**config.mk**
```make
export PLATFORM = sky130hd
export DESIGN_NAME = crypto_capability_config
export DESIGN_NICKNAME = d
export VERILOG_FILES = /design/src/crypto_caps_pkg.sv /design/src/crypto_capability_config.sv
export VERILOG_INCLUDE_DIRS = /design/src /design/src/src
export SDC_FILE = /design/constraint.sdc
export NUM_CORES = 1
export LEC_CHECK = 0
export ABC_AREA = 1
export BUFFER_PORTS_ARGS = -buffer_cell sky130_fd_sc_hd__buf_2
export CAP_MARGIN = 20
export CORE_AREA = 2 2 89 91
export DETAILED_ROUTE_END_ITERATION = 10
export DIE_AREA = 0 0 91 93
export PLACE_DENSITY = 0.72
export SETUP_SLACK_MARGIN = 0.4
export SLEW_MARGIN = 10
export SYNTH_ARGS = -nofsm -noshare
export SYNTH_HDL_FRONTEND = slang
export SYNTH_SLANG_ARGS = --single-unit
export TNS_END_PERCENT = 30
```
**constraint.sdc**
```tcl
create_clock -name pclk -period 3.4 [get_ports pclk]
set_input_delay 0 -clock pclk [delete_from_list [all_inputs] [get_ports pclk]]
set_output_delay 0 -clock pclk [all_outputs]
set_load 0.05 [all_outputs]
```
**src/crypto_caps_cfg.svh**
```systemverilog
/*
 * offsets, field layouts, defined-code masks and timing counts of the
 * capability register bank.
 * assumes a 50 MHz pclk and a 32-bit apb master on the far side.
 */
`ifndef CRYPTO_CAPS_CFG_SVH
`define CRYPTO_CAPS_CFG_SVH

`define OFS_DEVICE_STATUS 12'h000
`define OFS_DATA_QUEUE_LIMIT 12'h004
`define OFS_SERVICE_MASK 12'h008
`define OFS_CIPHER_MASK_LOW 12'h00c
`define OFS_CIPHER_MASK_HIGH 12'h010
`define OFS_DIGEST_MASK 12'h014
`define OFS_AUTH_MASK_LOW 12'h018
`define OFS_AUTH_MASK_HIGH 12'h01c
`define OFS_AUTHENC_MASK 12'h020
`define OFS_CIPHER_KEY_LIMIT 12'h024
`define OFS_AUTH_KEY_LIMIT 12'h028
`define OFS_SPARE_WORD 12'h02c
`define OFS_SIZE_LIMIT_LOW 12'h030
`define OFS_SIZE_LIMIT_HIGH 12'h034

`define SVC_CIPHER 2'd0
`define SVC_DIGEST 2'd1
`define SVC_AUTH 2'd2
`define SVC_AUTHENC 2'd3
`define READY_FLAG_BIT 0

`define DEF_SERVICES 4'hf
`define DEF_CIPHER_CODES 64'h0000_0000_0000_7fff
`define DEF_DIGEST_CODES 32'h0000_1fff
`define DEF_AUTH_CODES 64'h0026_0600_1e00_007f
`define DEF_AUTHENC_CODES 32'h0000_000f
`define QUEUE_MIN 32'h0000_0001
`define QUEUE_MAX 32'h0000_ffff

`define CLK_PERIOD_NS 20
`define READY_DELAY_NS 1000
`define READY_DELAY_CYC ((`READY_DELAY_NS + `CLK_PERIOD_NS - 1) / `CLK_PERIOD_NS)

`endif

```
**src/crypto_caps_pkg.sv**
```systemverilog
/*
 * types of the capability register bank.
 * assumes crypto_caps_cfg.svh supplies the numbers.
 */
package crypto_caps_pkg;
    typedef enum logic [1:0] {
        ST_SETTLE,
        ST_READY,
        ST_HALTED
    } ready_state_t;
endpackage

```
**src/crypto_capability_config.sv**
```systemverilog
/*
 * read-only capability and status bank of the crypto engine on apb,
 * plus the admission check applied to each incoming request.
 * assumes a single pclk domain; request fields come from same-clock logic.
 */
// Local design decisions: the address map and the APB slave port.
`timescale 1ns/100ps
`include "crypto_caps_cfg.svh"

module crypto_capability_config
    import crypto_caps_pkg::*;
#(
    parameter logic [3:0] SERVICES = 4'hf,
    parameter logic [63:0] CIPHER_ALGOS = 64'h0000_0000_0000_7fff,
    parameter logic [31:0] DIGEST_ALGOS = 32'h0000_1fff,
    parameter logic [63:0] AUTH_ALGOS = 64'h0026_0600_1e00_007f,
    parameter logic [31:0] AUTHENC_ALGOS = 32'h0000_000f,
    parameter logic [31:0] DATA_QUEUES = 32'h0000_0001,
    parameter logic [31:0] CIPHER_KEY_MAX = 32'h0000_0040,
    parameter logic [31:0] AUTH_KEY_MAX = 32'h0000_0080,
    parameter logic [63:0] REQ_SIZE_MAX = 64'h0000_0000_0001_0000
) (
    // clock and reset
    input wire logic pclk,
    input wire logic presetn,
    // apb slave
    input wire logic psel,
    input wire logic penable,
    input wire logic pwrite,
    input wire logic [11:0] paddr,
    input wire logic [31:0] pwdata,
    input wire logic [3:0] pstrb,
    output logic [31:0] prdata,
    output logic pready,
    output logic pslverr,
    // engine control
    input wire logic engine_halt,
    output logic engine_ready_flag,
    // request admission
    input wire logic req_valid,
    input wire logic [1:0] req_service,
    input wire logic [5:0] req_algo,
    input wire logic [63:0] req_size,
    input wire logic [31:0] req_key_len,
    input wire logic [31:0] req_auth_key_len,
    output logic resp_valid,
    output logic resp_fail
);

    localparam logic [7:0] READY_CYC = 8'(`READY_DELAY_CYC);
    // defined-code masks as sized constants so their words can be sliced
    localparam logic [63:0] CIPHER_DEF = `DEF_CIPHER_CODES;
    localparam logic [31:0] DIGEST_DEF = `DEF_DIGEST_CODES;
    localparam logic [63:0] AUTH_DEF = `DEF_AUTH_CODES;
    localparam logic [31:0] AUTHENC_DEF = `DEF_AUTHENC_CODES;

    // published capability words; algorithm masks trimmed to defined codes
    logic [3:0] svc;
    logic [63:0] cipher_word;
    logic [31:0] digest_word;
    logic [63:0] auth_word;
    logic [31:0] authenc_word;
    logic [31:0] queue_word;
    logic [31:0] cipher_key_word;
    logic [31:0] auth_key_word;

    // only services with at least one real algorithm are advertised
    assign svc[`SVC_CIPHER] = SERVICES[`SVC_CIPHER]
        && ((CIPHER_ALGOS & `DEF_CIPHER_CODES) != 64'h0);
    assign svc[`SVC_DIGEST] = SERVICES[`SVC_DIGEST]
        && ((DIGEST_ALGOS & `DEF_DIGEST_CODES) != 32'h0);
    assign svc[`SVC_AUTH] = SERVICES[`SVC_AUTH]
        && ((AUTH_ALGOS & `DEF_AUTH_CODES) != 64'h0);
    assign svc[`SVC_AUTHENC] = SERVICES[`SVC_AUTHENC]
        && ((AUTHENC_ALGOS & `DEF_AUTHENC_CODES) != 32'h0);

    // masks of services not offered read zero
    assign cipher_word = svc[`SVC_CIPHER] ? (CIPHER_ALGOS & `DEF_CIPHER_CODES)
        : 64'h0;
    assign digest_word = svc[`SVC_DIGEST] ? (DIGEST_ALGOS & `DEF_DIGEST_CODES)
        : 32'h0;
    assign auth_word = svc[`SVC_AUTH] ? (AUTH_ALGOS & `DEF_AUTH_CODES)
        : 64'h0;
    assign authenc_word = svc[`SVC_AUTHENC] ? (AUTHENC_ALGOS & `DEF_AUTHENC_CODES)
        : 32'h0;

    // a bad parameter never yields an illegal queue count
    assign queue_word = (DATA_QUEUES < `QUEUE_MIN) ? `QUEUE_MIN
        : (DATA_QUEUES > `QUEUE_MAX) ? `QUEUE_MAX : DATA_QUEUES;
    // authenticated encryption keys share the cipher limit
    assign cipher_key_word = (svc[`SVC_CIPHER] || svc[`SVC_AUTHENC])
        ? CIPHER_KEY_MAX : 32'h0;
    assign auth_key_word = svc[`SVC_AUTH] ? AUTH_KEY_MAX : 32'h0;

    // ready sequencer: flag rises after a fixed settle time
    ready_state_t state;
    logic [7:0] settle_cnt;

    always_ff @(posedge pclk or negedge presetn) begin
        if (!presetn) begin
            settle_cnt <= 8'h00;
        end else if (state == ST_SETTLE && settle_cnt != READY_CYC) begin
            settle_cnt <= settle_cnt + 8'h01;
        end
    end

    always_ff @(posedge pclk or negedge presetn) begin
        if (!presetn) begin
            state <= ST_SETTLE;
        end else begin
            case (state)
                ST_SETTLE: begin
                    if (engine_halt) begin
                        state <= ST_HALTED;
                    end else if (settle_cnt == READY_CYC) begin
                        state <= ST_READY;
                    end
                end
                ST_READY: begin
                    if (engine_halt) begin
                        state <= ST_HALTED;
                    end
                end
                // only a reset leaves halt, matching the driver's recovery
                ST_HALTED: begin
                    state <= ST_HALTED;
                end
                default: begin
                    state <= ST_SETTLE;
                end
            endcase
        end
    end

    // flag is driven by hardware only; bus writes never reach it
    always_ff @(posedge pclk or negedge presetn) begin
        if (!presetn) begin
            engine_ready_flag <= 1'b0;
        end else begin
            engine_ready_flag <= (state == ST_READY) && !engine_halt;
        end
    end

    // apb: one wait-free access, answer prepared in the setup cycle
    logic setup;
    logic [31:0] next_rdata;
    logic next_err;

    assign setup = psel && !penable;

    always_comb begin
        next_rdata = 32'h0;
        next_err = 1'b0;
        if (paddr == `OFS_DEVICE_STATUS) begin
            next_rdata = {31'h0, engine_ready_flag};
        end else if (paddr == `OFS_DATA_QUEUE_LIMIT) begin
            next_rdata = queue_word;
        end else if (paddr == `OFS_SERVICE_MASK) begin
            next_rdata = {28'h0, svc};
        end else if (paddr == `OFS_CIPHER_MASK_LOW) begin
            next_rdata = cipher_word[31:0];
        end else if (paddr == `OFS_CIPHER_MASK_HIGH) begin
            next_rdata = cipher_word[63:32];
        end else if (paddr == `OFS_DIGEST_MASK) begin
            next_rdata = digest_word;
        end else if (paddr == `OFS_AUTH_MASK_LOW) begin
            next_rdata = auth_word[31:0];
        end else if (paddr == `OFS_AUTH_MASK_HIGH) begin
            next_rdata = auth_word[63:32];
        end else if (paddr == `OFS_AUTHENC_MASK) begin
            next_rdata = authenc_word;
        end else if (paddr == `OFS_CIPHER_KEY_LIMIT) begin
            next_rdata = cipher_key_word;
        end else if (paddr == `OFS_AUTH_KEY_LIMIT) begin
            next_rdata = auth_key_word;
        end else if (paddr == `OFS_SPARE_WORD) begin
            next_rdata = 32'h0;
        end else if (paddr == `OFS_SIZE_LIMIT_LOW) begin
            next_rdata = REQ_SIZE_MAX[31:0];
        end else if (paddr == `OFS_SIZE_LIMIT_HIGH) begin
            next_rdata = REQ_SIZE_MAX[63:32];
        end else begin
            next_err = 1'b1;
        end
        // writes carry no data back and change nothing
        if (pwrite) begin
            next_rdata = 32'h0;
        end
    end

    always_ff @(posedge pclk or negedge presetn) begin
        if (!presetn) begin
            pready <= 1'b0;
        end else begin
            pready <= setup;
        end
    end

    // read path has no side effects: no state is touched by decode
    always_ff @(posedge pclk or negedge presetn) begin
        if (!presetn) begin
            prdata <= 32'h0;
            pslverr <= 1'b0;
        end else if (setup) begin
            prdata <= next_rdata;
            pslverr <= next_err;
        end else begin
            prdata <= 32'h0;
            pslverr <= 1'b0;
        end
    end

    // request admission: algorithm, size and key checks
    logic algo_ok;
    logic size_ok;
    logic key_ok;
    logic next_fail;

    always_comb begin
        algo_ok = 1'b0;
        case (req_service)
            `SVC_CIPHER: algo_ok = cipher_word[req_algo];
            `SVC_DIGEST: algo_ok = !req_algo[5] && digest_word[req_algo[4:0]];
            `SVC_AUTH: algo_ok = auth_word[req_algo];
            `SVC_AUTHENC: algo_ok = !req_algo[5] && authenc_word[req_algo[4:0]];
            default: algo_ok = 1'b0;
        endcase
    end

    assign size_ok = req_size <= REQ_SIZE_MAX;
    // cipher and authenc keys against one limit, auth keys the other
    assign key_ok = (req_service == `SVC_AUTH) ? (req_auth_key_len <= auth_key_word)
        : (req_service == `SVC_DIGEST) ? 1'b1 : (req_key_len <= cipher_key_word);
    assign next_fail = !engine_ready_flag || !svc[req_service] || !algo_ok
        || !size_ok || !key_ok;

    always_ff @(posedge pclk or negedge presetn) begin
        if (!presetn) begin
            resp_valid <= 1'b0;
            resp_fail <= 1'b0;
        end else begin
            resp_valid <= req_valid;
            resp_fail <= req_valid && next_fail;
        end
    end
endmodule

```
==> results.sh <==
export IMPL_cp_startpoint="settle_cnt[0]"
export IMPL_fin_skew_ns=0.00763
export IMPL_die_x_um=91
export IMPL_status="completed"
export IMPL_ys_ff_latch=26
export IMPL_met3_length_um=565
export IMPL_timing_hold_worst_class="primary input to flop"
export IMPL_cp_data_required_time_ns=3.59
export IMPL_syn_cell_area_sq_um=2230
export IMPL_drt_pass1_iterations=6
export IMPL_synth_most_common_cell="nor2_1"
export IMPL_stdcell_area_sq_um=3250
export IMPL_fill_cells=781
export IMPL_drc_errors=0
export IMPL_max_slew_margin_rel_pct=64.0
export IMPL_vdd_drop_max_uv=189
export IMPL_synth_area_leader_cell="dfrtp_1"
export IMPL_clk_pin_slew_worst_paths_ns=0.08
export IMPL_finalCritPeriodShare_pct=45.4
export IMPL_cts_tree="done"
export IMPL_vias=2712
export IMPL_wl_mm=6.16
export IMPL_ios=228
export IMPL_synth_edf_count=0
export IMPL_hold_violations=0
export IMPL_dp_hpwl_mm=5.49
export IMPL_top_layer_used="met4"
export IMPL_grt_antenna_before_repair=0
export IMPL_tightest_slew_ns=0.541
export IMPL_path_common_cell="nor2_1"
export IMPL_wl_met2_mm=3.02
export IMPL_crit_slowest_cell="dfrtp_1"
export IMPL_min_from="psel"
export IMPL_syn_area_per_cell_sq_um=6.34
export IMPL_cts_root_buf="clkbuf_8"
export IMPL_netlist_instances=352
export IMPL_grt_remaining_overflow=0
export IMPL_cts_made_buffers=3
export IMPL_drtIter0Drc=86
export IMPL_gp_congestion=0.844
export IMPL_reg2reg_from="settle_cnt[0]"
export IMPL_critPathKind="flop to flop"
export IMPL_setup_violations_final=0
export IMPL_dieArea_sq_um=8460
export IMPL_maxCapViolCount=0
export IMPL_setup_tns_ns=0
export IMPL_finalMaxSlewViolations=0
export IMPL_cellPowerDensity_nw_per_um2=318
export IMPL_insertion_delay_ns=0.27
export IMPL_num_rows=32
export IMPL_die_y_um=93
export IMPL_ys_flop_type="dfrtp_1"
export IMPL_finalPower_uw=1040
export IMPL_async_flop_share_pct=100
export IMPL_core_area_sq_um=7530
export IMPL_finalNetCount=730
export IMPL_m1WireLength_mm=2.53
export IMPL_n_antenna_cell=0
export IMPL_yosys_top_cells_count="nor2_1, nand2_1, inv_1"
export IMPL_cp_arrival_ns=1.74
export IMPL_synthTopCellsByArea="dfrtp_1, nor2_1, nand2_1"
export IMPL_cts_setup_buffers=0
export IMPL_max_freq_mhz=647
export IMPL_placed_area_sq_um=3140
export IMPL_cp_max_fo=5
export IMPL_synth_top_cell_area_share_pct=29.1
export IMPL_yosysWarnings=0
export IMPL_grt_pass1_wl_mm=10.5
export IMPL_rsz0062_at_grt="no"
export IMPL_htreeDepth=1
export IMPL_clkSinkCount=26
export IMPL_drive_above_1_share_pct=38.0
export IMPL_period_minus_slack_ns=1.55
export IMPL_crit_path_end_kind="flop"
export IMPL_crit_chain="inv_1, ha_1, nand2_1, nor2_1, nand2_2, nand2_4, nor2_4, nand3_1, nor2_1, xor2_1"
export IMPL_ys_types=25
export IMPL_syn_to_final_growth_pct=45.8
export IMPL_critPathMaxStageDelay_ns=0.36
export IMPL_grt_max_degree=27
export IMPL_worst_setup_path_start_kind="flop"
export IMPL_post_cts_resized=0
export IMPL_portBuffers=182
export IMPL_leakage_uw=0.00191
export IMPL_grt_pass1_vias=2599
export IMPL_seq_area_frac_synth_pct=29.1
export IMPL_via_per_inst=4.30
export IMPL_wl_per_cell_um=9.77
export IMPL_start_util_pct=29.7
export IMPL_postRouteAntennaNets=0
export IMPL_cts_root_to_sink_buffers=2
export IMPL_grt_usage_pct=14.9
-- flip-flops by register name, indices dropped and copies added (netlist names) --
| name | flops |
|---|---|
| state | 2 |
| engine_ready_flag | 1 |
| prdata | 11 |
| pslverr | 1 |
| settle_cnt | 8 |
| pready | 1 |
| resp_fail | 1 |
| resp_valid | 1 |
-- routing by layer --
metal  vias up  track usage (%)
li1       1399                -
met1      1162             16.7
met2       145             28.8
met3         6             2.66
met4         0             4.17
met5         -                0
-- path summary, 6_finish.rpt --
| path | endpoint | slack [ns] | depth (start not counted) |
|---|---|---|---|
| max | settle_cnt[6] | 1.85 | 10 |
| min | pready | 0.03 | 3 |
| max reg2reg | settle_cnt[6] | 1.85 | 10 |
| min reg2reg | settle_cnt[5] | 0.48 | 1 |
| max in group asynchronous | pready | 2.78 | 2 |
| min in group asynchronous | settle_cnt[5] | 0.25 | 2 |
-- worst max-delay path: cells and delay by family, from the launching register on --
family,cells,cell delay [ns]
xor gates and xnor gates,1,0.17
adders and majority gates,1,0.21
buffers and inverters,1,0.10
DFF,1,0.36
and+or+nand+nor,7,0.63
-- where the power goes --
part,leakage [uW],total (uW),internal (uW),switching [uW]
sequential,0.000343,407,359,48.2
combinational,0.00153,383,164,219
clock,0.0000357,245,157,87.2
-- kinds of logic (layout without fill, tap and decap cells) --
kind of cell / after synthesis / after routing / share of synthesized area, %
adder cells (fa/ha/maj): 9 / 9 / 5.04
AO/OA/AOI/OAI: 18 / 18 / 4.48
XOR/XNOR: 7 / 7 / 2.75
other: 1 / 9 / 0.168
flip-flops: 26 / 26 / 29.1
AND/OR/NAND/NOR: 228 / 228 / 44.3
buffers and inverters: 63 / 232 / 14.1
-- area by class of cell --
type / count / area [sq um] / area share [%]
clock inverter: 1 / 30.0 / 0.923
clock buffer: 3 / 41.3 / 1.27
inverter: 42 / 158 / 4.84
sequential: 26 / 651 / 20.0
timing repair buffer: 186 / 951 / 29.2
tap: 102 / 128 / 3.92
multi-input combinational: 271 / 1300 / 39.8
-- stage by stage --
step	std cells	setup WS, ns	util (%)	hold slack, ns
3_5_place_dp	623	1.86	41.8	0.0155
6_report	631	1.85	43.2	0.0336
2_1_floorplan	360	1.99	-	-0.296
3_3_place_gp	623	1.91	41.8	0.00906
5_1_grt	631	1.71	43.2	0.0392
4_1_cts	631	1.84	43.2	0.0240
-- layout by cell type (no fill, tap or decap) --
cell	instances
nand3_2	2
a21boi_1	1
nand2_2	2
ha_1	9
nor2_2	2
nor3_1	2
inv_1	42
nand3_1	20
nand4_1	5
bufinv_16	1
nand2_1	82
buf_2	182
nand2_4	1
nor3_2	2
nor3_4	2
dfrtp_1	26
o211a_1	1
or2_2	1
o21ai_0	6
o31ai_1	1
clkbuf_8	3
xnor2_1	2
conb_1	9
a21oi_1	9
dlygate4sd3_1	4
nor2_4	3
xor2_1	5
nor2_1	104
-- repair_timing --
item / 4_1_cts / 5_1_grt
hold buffers: 4 / 0
hold endpoints to repair: 30 / 0
endpoints found under the setup margin: 0 / 0
Note: power is estimated with default switching activity, not from simulation.
